[config.mk]
export PLATFORM = sky130hd
export DESIGN_NAME = pwdt_top
export DESIGN_NICKNAME = d
export VERILOG_FILES = /design/src/design/pwdt_pkg.sv /design/src/design/pwdt_clk_sel.sv /design/src/design/pwdt_top.sv
export SDC_FILE = /design/constraint.sdc
export NUM_CORES = 1
export LEC_CHECK = 0
export BUFFER_PORTS_ARGS = -buffer_cell sky130_fd_sc_hd__buf_2
export CAP_MARGIN = 20
export CORE_MARGIN = 4
export CORE_UTILIZATION = 55
export CTS_CLUSTER_DIAMETER = 80
export CTS_CLUSTER_SIZE = 20
export DETAILED_ROUTE_END_ITERATION = 7
export PLACE_DENSITY = 0.75
export SETUP_SLACK_MARGIN = 0.3
export SLEW_MARGIN = 40
export SYNTH_ARGS = -nofsm -noshare
export SYNTH_HDL_FRONTEND = slang
export SYNTH_SLANG_ARGS = --single-unit
[constraint.sdc]
create_clock -name core_clk -period 2.6 [get_ports core_clk]
set_clock_uncertainty 0.15 [all_clocks]
set_input_delay 0.26 -clock core_clk [delete_from_list [all_inputs] [get_ports core_clk]]
set_output_delay 0.26 -clock core_clk [all_outputs]
set_load 0.01 [all_outputs]
[src/design/pwdt_pkg.sv]
// Package with register map, field layout, reset values and timing constants of the watchdog.
package pwdt_pkg;

    // ------------------------------------------------------------------
    // Register map
    // ------------------------------------------------------------------
    localparam int           ADDR_W          = 4;
    localparam logic [3:0]   OFF_CTRL_STATUS = 4'h0;
    localparam logic [3:0]   OFF_COUNTER     = 4'h1;
    localparam logic [3:0]   OFF_CLOCK_MODE  = 4'h2;
    localparam logic [3:0]   OFF_PORT_MODE   = 4'h3;

    // ------------------------------------------------------------------
    // Control/status field positions
    // ------------------------------------------------------------------
    localparam int BIT_CNT_GUARD  = 7;
    localparam int BIT_CNT_WE     = 6;
    localparam int BIT_CTL_GUARD  = 5;
    localparam int BIT_CTL_WE     = 4;
    localparam int BIT_RUN_GUARD  = 3;
    localparam int BIT_RUN        = 2;
    localparam int BIT_FLAG_GUARD = 1;
    localparam int BIT_FLAG       = 0;
    localparam int BIT_CLK_SRC    = 0;
    localparam int BIT_FIELD_TOP  = 3;

    localparam logic [7:0] GUARD_MASK      = 8'haa;
    localparam logic [7:0] CLOCK_MODE_FILL = 8'hf0;
    localparam logic [3:0] CLOCK_MODE_RST  = 4'hf;
    localparam logic [7:0] COUNTER_RST     = 8'h00;
    localparam logic [7:0] COUNTER_TOP     = 8'hff;
    localparam logic [7:0] READ_ZERO       = 8'h00;

    // ------------------------------------------------------------------
    // Clock division
    // ------------------------------------------------------------------
    localparam int         PRESCALE_W     = 13;
    localparam int         SUB_DIV_W      = 5;
    localparam logic [3:0] MIN_DIV_LOG2   = 4'h6;
    localparam logic [3:0] FIXED_DIV_LOG2 = 4'hd;

    // ------------------------------------------------------------------
    // Internal reset length, in oscillator cycles at the core clock rate
    // ------------------------------------------------------------------
    localparam int         RESET_HOLD_OSC_CYCLES = 512;
    localparam int         HOLD_W                = 10;
    localparam logic [9:0] RESET_HOLD_CYCLES     = 10'(RESET_HOLD_OSC_CYCLES);

    // ------------------------------------------------------------------
    // Bus carrier
    // ------------------------------------------------------------------
    typedef struct packed {
        logic [3:0] addr;
        logic [7:0] wdata;
        logic       wr;
        logic       rd;
    } pwdt_bus_req_t;

    typedef enum logic [1:0] {
        SRC_SYSTEM = 2'b00,
        SRC_SUB    = 2'b01,
        SRC_OSC    = 2'b10
    } pwdt_src_t;

endpackage : pwdt_pkg

[src/design/pwdt_clk_sel.sv]
// Counter clock selector: system clock prescaler, subclock divider and oscillator tick.
`timescale 1ns/10ps
`default_nettype none

module pwdt_clk_sel #(
    parameter bit SECOND_VARIANT = 1'b0
) (
    // Clock and reset
    input  wire logic       core_clk,
    input  wire logic       resetn,
    // Already synchronised edge events
    input  wire logic       subEdge,
    input  wire logic       oscEdge,
    // Selection
    input  wire logic       clkSrcBit,
    input  wire logic [3:0] clockField,
    // Count enable
    output logic            countTick
);

    logic [12:0] prescale_r;
    logic [4:0]  subDiv_r;
    logic        subTick;
    logic        sysTick;
    logic [3:0]  divLog2;
    pwdt_pkg::pwdt_src_t src;

    // Tick when the low bits of the prescaler are all ones.
    function automatic logic tapTick(input logic [12:0] pre, input logic [3:0] lg);
        logic [12:0] mask;
        mask = 13'((14'h0001 << lg) - 14'h0001);
        return (pre & mask) == mask;
    endfunction : tapTick

    always_ff @(posedge core_clk)
    begin
        if (!resetn)
            prescale_r <= '0;
        else
            prescale_r <= prescale_r + 13'h0001;
    end

    always_ff @(posedge core_clk)
    begin
        if (!resetn)
            subDiv_r <= '0;
        else if (subEdge)
            subDiv_r <= subDiv_r + 5'h01;
    end

    assign subTick = subEdge && (subDiv_r == 5'h1f);

    always_comb
    begin
        divLog2 = pwdt_pkg::FIXED_DIV_LOG2;
        src     = pwdt_pkg::SRC_SYSTEM;
        if (clkSrcBit)
            src = pwdt_pkg::SRC_SUB;
        else if (SECOND_VARIANT)
        begin
            if (clockField[pwdt_pkg::BIT_FIELD_TOP])
                divLog2 = pwdt_pkg::MIN_DIV_LOG2 + {1'b0, clockField[2:0]};
            else
                src = pwdt_pkg::SRC_OSC;
        end
    end

    assign sysTick = tapTick(prescale_r, divLog2);

    always_comb
    begin
        unique case (src)
            pwdt_pkg::SRC_SYSTEM: countTick = sysTick;
            pwdt_pkg::SRC_SUB:    countTick = subTick;
            pwdt_pkg::SRC_OSC:    countTick = oscEdge;
            default:              countTick = 1'b0;
        endcase
    end

endmodule : pwdt_clk_sel

`default_nettype wire

[src/design/pwdt_top.sv]
// Protected watchdog timer: guarded control/status register, counter and internal reset.
`timescale 1ns/10ps
`default_nettype none

// Behaviour
// - Eight-bit counter whose overflow raises an internal chip reset.
// - First variant counts system clock over 8192 or subclock over 32.
// - Second variant: system clock over 64..8192, subclock over 32, or oscillator.
// - Preset counter value gives overflow after 1 to 256 counter clocks.
// - Bits 7, 5, 3 and 1 of control/status always read as one.
// - Counter write enable changes only when bit 7 is written zero.
// - Counter writes take effect only while counter write enable is set.
// - Control write enable changes only when bit 5 is written zero.
// - Run bit and reset flag take writes only while control write enable is set.
// - Run bit loads only with bit 3 written zero and control enable set.
// - Counter advances on selected clock while running, holds otherwise.
// - Reset clears run bit in first variant, sets it in second.
// - Overflow sets the reset flag; external reset clears it.
// - Flag clears on zero written with bit 1 zero and control enable set.
// - Counter is readable, writable, and wraps from all ones raising reset.
// - Counter starts at zero after reset.
// - Second variant forces subclock over 32 when clock source bit is set.
// - Internal reset stays active for 512 core clock cycles.
// - A written counter value is the start point of further counting.
// - Clock field codes 1000..1111 pick divisors 64..8192, 0xxx the oscillator.
// - First variant: source bit zero picks over 8192, one picks subclock.
module pwdt_top #(
    parameter bit SECOND_VARIANT = 1'b0
) (
    // Clock and reset
    input  wire logic                   core_clk,
    input  wire logic                   resetn,
    // Register port
    input  wire pwdt_pkg::pwdt_bus_req_t busReq,
    output logic [7:0]                  busRdata,
    // Asynchronous clock pins
    input  wire logic                   subClkPin,
    input  wire logic                   oscClkPin,
    // Reset output
    output logic                        internalReset
);

    // ------------------------------------------------------------------
    // State
    // ------------------------------------------------------------------
    logic       counterWriteEnable_r;
    logic       controlWriteEnable_r;
    logic       watchdogRun_r;
    logic       watchdogResetFlag_r;
    logic [7:0] wdtCounter_r;
    logic [7:0] wdtCounter_nxt;
    logic [3:0] clockField_r;
    logic       clockSourceBit_r;
    logic [9:0] holdCount_r;
    logic       internalReset_r;
    logic [7:0] busRdata_r;

    logic subSync1_r;
    logic subSync2_r;
    logic subSync3_r;
    logic oscSync1_r;
    logic oscSync2_r;
    logic oscSync3_r;

    logic       subEdge;
    logic       oscEdge;
    logic       countTick;
    logic       overflow;
    logic       csrWrite;
    logic       cntWrite;
    logic       modeWrite;
    logic       portWrite;
    logic [7:0] wd;
    logic [7:0] csrView;

    function automatic logic isWrite(input pwdt_pkg::pwdt_bus_req_t r, input logic [3:0] off);
        return r.wr && (r.addr == off);
    endfunction : isWrite

    assign wd        = busReq.wdata;
    assign csrWrite  = isWrite(busReq, pwdt_pkg::OFF_CTRL_STATUS);
    assign cntWrite  = isWrite(busReq, pwdt_pkg::OFF_COUNTER);
    assign modeWrite = isWrite(busReq, pwdt_pkg::OFF_CLOCK_MODE) && SECOND_VARIANT;
    assign portWrite = isWrite(busReq, pwdt_pkg::OFF_PORT_MODE);

    // ------------------------------------------------------------------
    // Pin synchronisers
    // ------------------------------------------------------------------
    // The third stage only serves edge detection, so the first stage
    // feeds nothing but the second.
    always_ff @(posedge core_clk)
    begin
        if (!resetn)
        begin
            subSync1_r <= 1'b0;
            subSync2_r <= 1'b0;
            subSync3_r <= 1'b0;
        end
        else
        begin
            subSync1_r <= subClkPin;
            subSync2_r <= subSync1_r;
            subSync3_r <= subSync2_r;
        end
    end

    always_ff @(posedge core_clk)
    begin
        if (!resetn)
        begin
            oscSync1_r <= 1'b0;
            oscSync2_r <= 1'b0;
            oscSync3_r <= 1'b0;
        end
        else
        begin
            oscSync1_r <= oscClkPin;
            oscSync2_r <= oscSync1_r;
            oscSync3_r <= oscSync2_r;
        end
    end

    assign subEdge = subSync2_r && !subSync3_r;
    assign oscEdge = oscSync2_r && !oscSync3_r;

    // ------------------------------------------------------------------
    // Counter clock selection
    // ------------------------------------------------------------------
    pwdt_clk_sel #(
        .SECOND_VARIANT (SECOND_VARIANT)
    ) u_clk_sel (
        .core_clk   (core_clk),
        .resetn     (resetn),
        .subEdge    (subEdge),
        .oscEdge    (oscEdge),
        .clkSrcBit  (clockSourceBit_r),
        .clockField (clockField_r),
        .countTick  (countTick)
    );

    // ------------------------------------------------------------------
    // Guarded control/status bits
    // ------------------------------------------------------------------
    // Software must write this register as a whole byte; a read-modify-write
    // would carry the always-one guard bits back and lock every field.
    always_ff @(posedge core_clk)
    begin
        if (!resetn)
            counterWriteEnable_r <= 1'b0;
        else if (csrWrite && !wd[pwdt_pkg::BIT_CNT_GUARD])
            counterWriteEnable_r <= wd[pwdt_pkg::BIT_CNT_WE];
    end

    always_ff @(posedge core_clk)
    begin
        if (!resetn)
            controlWriteEnable_r <= 1'b0;
        else if (csrWrite && !wd[pwdt_pkg::BIT_CTL_GUARD])
            controlWriteEnable_r <= wd[pwdt_pkg::BIT_CTL_WE];
    end

    // The enable as it stood before this write governs the run bit and flag,
    // so one write cannot both unlock and change them.
    always_ff @(posedge core_clk)
    begin
        if (!resetn)
            watchdogRun_r <= SECOND_VARIANT;
        else if (csrWrite && controlWriteEnable_r && !wd[pwdt_pkg::BIT_RUN_GUARD])
            watchdogRun_r <= wd[pwdt_pkg::BIT_RUN];
    end

    always_ff @(posedge core_clk)
    begin
        if (!resetn)
            watchdogResetFlag_r <= 1'b0;
        else if (overflow)
            watchdogResetFlag_r <= 1'b1;
        else if (csrWrite && controlWriteEnable_r
                 && !wd[pwdt_pkg::BIT_FLAG_GUARD] && !wd[pwdt_pkg::BIT_FLAG])
            watchdogResetFlag_r <= 1'b0;
    end

    // ------------------------------------------------------------------
    // Clock mode and port mode
    // ------------------------------------------------------------------
    always_ff @(posedge core_clk)
    begin
        if (!resetn)
            clockField_r <= pwdt_pkg::CLOCK_MODE_RST;
        else if (modeWrite)
            clockField_r <= wd[3:0];
    end

    always_ff @(posedge core_clk)
    begin
        if (!resetn)
            clockSourceBit_r <= 1'b0;
        else if (portWrite)
            clockSourceBit_r <= wd[pwdt_pkg::BIT_CLK_SRC];
    end

    // ------------------------------------------------------------------
    // Watchdog counter
    // ------------------------------------------------------------------
    // A software write beats a tick in the same cycle; counting resumes from
    // the written value, giving 256 minus preset ticks to overflow.
    assign overflow = watchdogRun_r && countTick && !(cntWrite && counterWriteEnable_r)
                      && (wdtCounter_r == pwdt_pkg::COUNTER_TOP);

    always_comb
    begin
        wdtCounter_nxt = wdtCounter_r;
        if (cntWrite && counterWriteEnable_r)
            wdtCounter_nxt = wd;
        else if (watchdogRun_r && countTick)
            wdtCounter_nxt = wdtCounter_r + 8'h01;
    end

    always_ff @(posedge core_clk)
    begin
        if (!resetn)
            wdtCounter_r <= pwdt_pkg::COUNTER_RST;
        else
            wdtCounter_r <= wdtCounter_nxt;
    end

    // ------------------------------------------------------------------
    // Internal reset pulse
    // ------------------------------------------------------------------
    // A fresh overflow while the pulse is active restarts the full length.
    always_ff @(posedge core_clk)
    begin
        if (!resetn)
        begin
            holdCount_r     <= '0;
            internalReset_r <= 1'b0;
        end
        else if (overflow)
        begin
            holdCount_r     <= pwdt_pkg::RESET_HOLD_CYCLES - 10'h001;
            internalReset_r <= 1'b1;
        end
        else if (holdCount_r != '0)
            holdCount_r <= holdCount_r - 10'h001;
        else
            internalReset_r <= 1'b0;
    end

    assign internalReset = internalReset_r;

    // ------------------------------------------------------------------
    // Read path
    // ------------------------------------------------------------------
    always_comb
    begin
        csrView                          = pwdt_pkg::GUARD_MASK;
        csrView[pwdt_pkg::BIT_CNT_WE]    = counterWriteEnable_r;
        csrView[pwdt_pkg::BIT_CTL_WE]    = controlWriteEnable_r;
        csrView[pwdt_pkg::BIT_RUN]       = watchdogRun_r;
        csrView[pwdt_pkg::BIT_FLAG]      = watchdogResetFlag_r;
    end

    always_ff @(posedge core_clk)
    begin
        if (!resetn)
            busRdata_r <= pwdt_pkg::READ_ZERO;
        else if (busReq.rd)
        begin
            unique case (busReq.addr)
                pwdt_pkg::OFF_CTRL_STATUS: busRdata_r <= csrView;
                pwdt_pkg::OFF_COUNTER:     busRdata_r <= wdtCounter_r;
                pwdt_pkg::OFF_CLOCK_MODE:  busRdata_r <= SECOND_VARIANT
                                              ? (pwdt_pkg::CLOCK_MODE_FILL | {4'h0, clockField_r})
                                              : pwdt_pkg::READ_ZERO;
                pwdt_pkg::OFF_PORT_MODE:   busRdata_r <= {7'h00, clockSourceBit_r};
                default:                   busRdata_r <= pwdt_pkg::READ_ZERO;
            endcase
        end
        else
            busRdata_r <= pwdt_pkg::READ_ZERO;
    end

    assign busRdata = busRdata_r;

endmodule : pwdt_top

`default_nettype wire

==> flow_summary.ini, run 1 <==
[synthesis]
async_reset_ff_share_pct = 0
syn_area_sq_mm = 0.00235
seq_area_frac_synth_pct = 45.1
synth_edf_count = 0
ys_ff_latch = 53
syn_nets = 280
syn_area_per_cell_sq_um = 9.16
yosysWarnings = 0
synth_cell_type_count = 39
synthCells = 257
synth_flop_cell = dfxtp_1

[place]
dpl_cell_area_sq_mm = 0.00255
portBuffers = 25
hpwl_um = 3110
globalplace.congestion = 0.854

[cts]
numCtsBuffers = 5
htreeDepth = 2
cts_tree = yes
cts_max_path_buffers = 2
root_buffer = clkbuf_8
postCtsHoldBufs = 0
cts_sinks = 53
post_cts_buffers = 0
path_clk_slew_ns = 0.09
clk_latency_ns = 0.30
post_cts_resized = 0

[power]
power_switching_share_pct = 28.6
leakagePower_nw = 1.03
clkPwrFrac_pct = 28.1
power_frac_seq_pct = 46.2
comb_power_share_pct = 25.7
p_per_area_mw_per_mm2 = 759
peakVddDrop_mv = 0.493
power.switching_mw = 0.580
intPower_mw = 1.45

[routing]
routed_wl_um = 4550
routed-wl-met2_um = 2040
drtAntennaViolNets = 0
drc = 0
wl_met1_um = 2120
dr_wl_met3_um = 315
first_pass_iters = 4
vias = 1862
vias_per_cell = 5.51
avgRoutedWirePerCell_um = 13.5
highest_layer = met4
drt-initial-drc-count = 97

[sta]
fmax_mhz = 453
drv_slew = 0
final.setup.tns_ns = 0
slew_headroom_pct = 61.7
worst_pin_slew_ns = 0.560
rsz0062_at_grt = false
setup_violations = 0
fin_crit_sh_pct = 84.8
finalCriticalPeriod_ns = 2.21
holdWs_ns = 0.0102
hold_viol_final = 0

[floorplan]
core_sq_mm = 0.00406
io-pin-count = 27
start_util_pct = 58.0
row_count = 23
dieArea_sq_mm = 0.00539
die_h_um = 73.4
fp.dieW_um = 73.4

[critical_path]
reg2reg_depth = 7
cp-start-kind = register
cp_max_fo = 7
worstPathArrival_ns = 2.29
cp.required_ns = 2.68
critPathKind = register to register
worstSetupEndpointType = register

[final_layout]
fillCellCount = 333
fin_nets = 310
diodes = 0
layout_commonest_cell = dfxtp_1
final_area_sq_mm = 0.00267
multiInputGateArea_sq_mm = 0.00121
register_area_sq_mm = 0.00106
drive_above_1_share_pct = 20.5
area_growth_pct = 13.4
final_util_pct = 65.8
layout_common_cells = dfxtp_1 (52), nor2_1 (30), buf_2 (25)

[global_route]
antenna_found_initial = 0
gr-usage-all-layers_pct = 18.3
grt_pass1_vias = 1774
overflow = 0
grt_max_degree = 26
grt_pass1_wl_um = 7740

[min_path]
holdPathStages = 2
worst_hold_path_type = input port to register

[outcome]
outcome = completed

[flow_run]
cap_viol_max_count = 0
power by group through the flow:
stage                     Combinational, mW  Clock (mW)  Sequential [mW]
after detailed placement              0.508           0            0.954
after global placement                0.503           0            0.952
after CTS                             0.521       0.584            0.935
after floorplan                       0.436           0            0.942
final                                 0.521       0.569            0.936
after global routing                  0.593       0.618            0.946
cells by family (layout without fill, tap and decap cells):
family / Yosys count / after routing / share of synthesized area (%)
buffers and inverters: 19 / 50 / 3.67
multiplexers: 11 / 11 / 4.78
flip-flops: 53 / 53 / 45.1
AO/OA/AOI/OAI: 52 / 52 / 13.7
adder cells (fa/ha/maj): 5 / 5 / 2.66
AND/OR/NAND/NOR: 93 / 93 / 21.3
XOR/XNOR: 24 / 24 / 8.93
registers in the layout, summed over array words and instances, names as in the netlist, 5 cells and up:
register and count:
u_clk_sel.subDiv_r 5, holdCount_r 10, u_clk_sel.prescale_r 13, wdtCounter_r 8
busRdata 8
cells in the mapped netlist (6+ instances only):
cell type	instances	area (sq um)
and3_1	6	37.5
o21ai_0	12	60.1
a21oi_1	23	115
xnor2_1	19	166
mux2i_1	9	90.1
nor2_1	30	113
dfxtp_1	53	1060
nor3_1	7	35.0
clkbuf_1	6	22.5
a21oi_2	10	87.6
nand2_1	10	37.5
inv_1	10	37.5
nand3_1	12	60.1
per-stage QoR:
| stage | instances | power [mW] | worst slack [ns] |
|---|---|---|---|
| after detailed placement | 330 | 1.46 | 0.337 |
| final | 338 | 2.03 | 0.394 |
| after CTS | 338 | 2.04 | 0.311 |
| after global placement | 330 | 1.46 | 0.382 |
| after floorplan | 257 | 1.38 | 0.509 |
| after global routing | 338 | 2.16 | 0.283 |
cell type report:
type / count / area share [%]
multi-input combinational: 185 / 45.5
sequential: 53 / 39.8
timing repair buffer: 32 / 6.65
clock buffer: 7 / 3.23
tap: 50 / 2.34
inverter: 10 / 1.41
clock inverter: 1 / 1.12
layer usage:
layer | track usage, % | up-vias
li1 | - | 951
met1 | 23.0 | 837
met2 | 29.8 | 66
met3 | 4.92 | 8
met4 | 7.44 | 0
met5 | 0 | -
worst paths after layout:
path	from	end	slack [ns]
min reg2reg	u_clk_sel.prescale_r[0]	u_clk_sel.prescale_r[0]	0.28
max reg2reg	u_clk_sel.prescale_r[1]	wdtCounter_r[0]	0.39
min	subClkPin	subSync1_r	0.01
max	u_clk_sel.prescale_r[1]	wdtCounter_r[0]	0.39
worst max-delay path, cell delays in order, from the launching register on:
cell and delay, ns:
dfxtp_1 0.35, ha_2 0.21, nand4_2 0.17, or4_4 0.60, buf_4 0.18, and2_1 0.16, xor2_1 0.14, o22ai_1 0.17
Note: power is estimated with default switching activity, not from simulation.
==> inputs of run 2 (changes only) <==
--- a/config.mk
+++ b/config.mk
@@ -8,11 +8,11 @@
 export BUFFER_PORTS_ARGS = -buffer_cell sky130_fd_sc_hd__buf_2
 export CAP_MARGIN = 20
 export CORE_MARGIN = 4
-export CORE_UTILIZATION = 55
+export CORE_UTILIZATION = 52
 export CTS_CLUSTER_DIAMETER = 80
 export CTS_CLUSTER_SIZE = 20
 export DETAILED_ROUTE_END_ITERATION = 7
-export PLACE_DENSITY = 0.75
+export PLACE_DENSITY = 0.74
 export SETUP_SLACK_MARGIN = 0.3
 export SLEW_MARGIN = 40
 export SYNTH_ARGS = -nofsm -noshare
==> constraint.sdc (replaced) <==
create_clock -name core_clk -period 1.9 [get_ports core_clk]
set_clock_uncertainty 0.15 [all_clocks]
set_input_delay 0.19 -clock core_clk [delete_from_list [all_inputs] [get_ports core_clk]]
set_output_delay 0.19 -clock core_clk [all_outputs]
set_load 0.01 [all_outputs]
==> flow_summary.ini, run 2 (synthesis gave the netlist of run 1 again) <==
[global_route]
grt_pass1_vias = 1813
overflow = 0
met3_usage_pct = 4.49
gr-max-usage-layer = met2
gr-usage-all-layers_pct = 18.9
grt_max_degree = 25
grt_use_met2_pct = 29.8
grt_use_met1_pct = 25.0
antenna_found_initial = 0
grt_pass1_wl_um = 8140

[sta]
setup_violations = 0
fmax_mhz = 530
fin_crit_sh_pct = 99.4
rsz0062_at_grt = true
finalCriticalPeriod_ns = 1.89
worst_pin_slew_ns = 0.369
fin_ws_ns = 0.0119
slew_headroom_pct = 75.0
drv_slew = 0
hold_viol_final = 0

[floorplan]
row_count = 24
dieArea_sq_mm = 0.00567
io-pin-count = 27
start_util_pct = 54.1
fp.dieW_um = 75.3
core_sq_mm = 0.00435
die_h_um = 75.3

[final_layout]
drive_above_1_share_pct = 34.6
top_regs = u_clk_sel.prescale_r: 13 flops, holdCount_r: 10 flops
multiInputGateArea_sq_mm = 0.00134
regMostFlops = u_clk_sel.prescale_r
largest_reg_flops = 13
fin_nets = 341
area_growth_pct = 29.4
diodes = 0
fillCellCount = 364
register_area_sq_mm = 0.00107
layout_commonest_cell = dfxtp_1
layout_common_cells = dfxtp_1 (45), nor2_1 (28), buf_4 (28)
instances_no_fill = 370

[critical_path]
cp_num_buf_inv = 1
crit_family = simple AND/OR/NAND/NOR gates
cp.required_ns = 1.95
slowest_stage = or4_4
crit_cells = 6
reg2reg_depth = 6
r2r_end = wdtCounter_r[7]
crit_end = wdtCounter_r[7]
cp_cell_sequence = nand3b_1 > or4_4 > buf_6 > a21oi_2 > xnor2_1 > a21oi_1
worstPathArrival_ns = 1.93
r2r_slack_ns = 0.01
worstSetupEndpointType = register
cp_max_fo = 7
slowest_delay_ns = 0.58
startpoint = clockSourceBit_r
r2r_start = clockSourceBit_r
critPathKind = register to register
cp-start-kind = register

[power]
peakVddDrop_mv = 0.596
leakagePower_nw = 1.19
p_per_area_mw_per_mm2 = 943

[cts]
cts_sinks = 53
numCtsBuffers = 5
root_buffer = clkbuf_8
clk_latency_ns = 0.30
cts_max_path_buffers = 2
htreeDepth = 2
cts_tree = yes
path_clk_slew_ns = 0.09

[routing]
drt-initial-drc-count = 110
drtAntennaViolNets = 0
drc = 0
avgRoutedWirePerCell_um = 13.6
vias_per_cell = 5.36
vias = 1982
routed_wl_um = 5040
first_pass_iters = 4

[place]
post-place-ws_ns = -0.0668
globalplace.congestion = 0.799
hpwl_um = 3510
portBuffers = 25
place_inst = 357

[outcome]
outcome = completed

[min_path]
worst_hold_path_type = input port to register
min_from = busReq[2]

[flow_run]
cap_viol_max_count = 0
-- run 2: cell types whose count changed in the layout (fill, tap and decap cells not counted), sizes merged --
cell / previous run / this run
buf: 32 / 59
dlygate4sd3: 0 / 4
bufinv: 1 / 0
-- run 2: power by group --
group          internal, mW  total [mW]  switching, mW
clock                 0.290       0.637          0.347
combinational         0.518       0.963          0.445
sequential             1.21        1.27         0.0689
-- run 2: repair_timing --
item,in CTS,in global routing
hold endpoints to repair,4,0
pin swaps,8,5
hold buffers,4,0
endpoints found under the setup margin,20,23
setup buffers,0,2
cloned,0,0
resized for setup,14,17
-- run 2: worst min-delay path, cell delays in order --
cell and delay, ns:
buf_2 0.10, mux2i_1 0.07, nor2_1 0.08
-- run 2: metal layers --
metal,vias up,wire length (um)
met5,-,0
met4,0,93
met3,12,230
met2,35,2400
met1,920,2320
li1,1015,-
-- run 2: layout make-up --
class,count,area share [%]
clock buffers,7,2.83
inverters,10,1.23
flip-flops and latches,53,35.2
multi-input cells,185,43.8
well taps,52,2.14
repair buffers,63,14.8
-- run 2: through the flow --
| stage | power, mW | setup TNS, ns | utilization [%] | hold WS [ns] | cell area (sq um) |
|---|---|---|---|---|---|
| 2_1_floorplan | 1.90 | 0 | - | 0.167 | 2390 |
| 3_3_place_gp | 2.14 | -0.0326 | 63.9 | 0.255 | 2780 |
| 3_5_place_dp | 2.16 | -0.187 | 63.9 | 0.256 | 2780 |
| 4_1_cts | 2.84 | 0 | 68.1 | 0.00685 | 2970 |
| 5_1_grt | 3.06 | -0.393 | 70.0 | 0.0260 | 3050 |
| 6_report | 2.87 | 0 | 70.0 | 0.0239 | 3050 |
-- run 2: how the worst min path moves through the flow --
stage,endpoint,slack (ns),cells past startpoint
after detailed placement,subSync1_r,0.26,2
final,clockSourceBit_r,0.02,3
after global placement,subSync1_r,0.25,2
after global routing,clockSourceBit_r,0.03,3
after floorplan,subSync1_r,0.17,1
after CTS,clockSourceBit_r,0.007,3
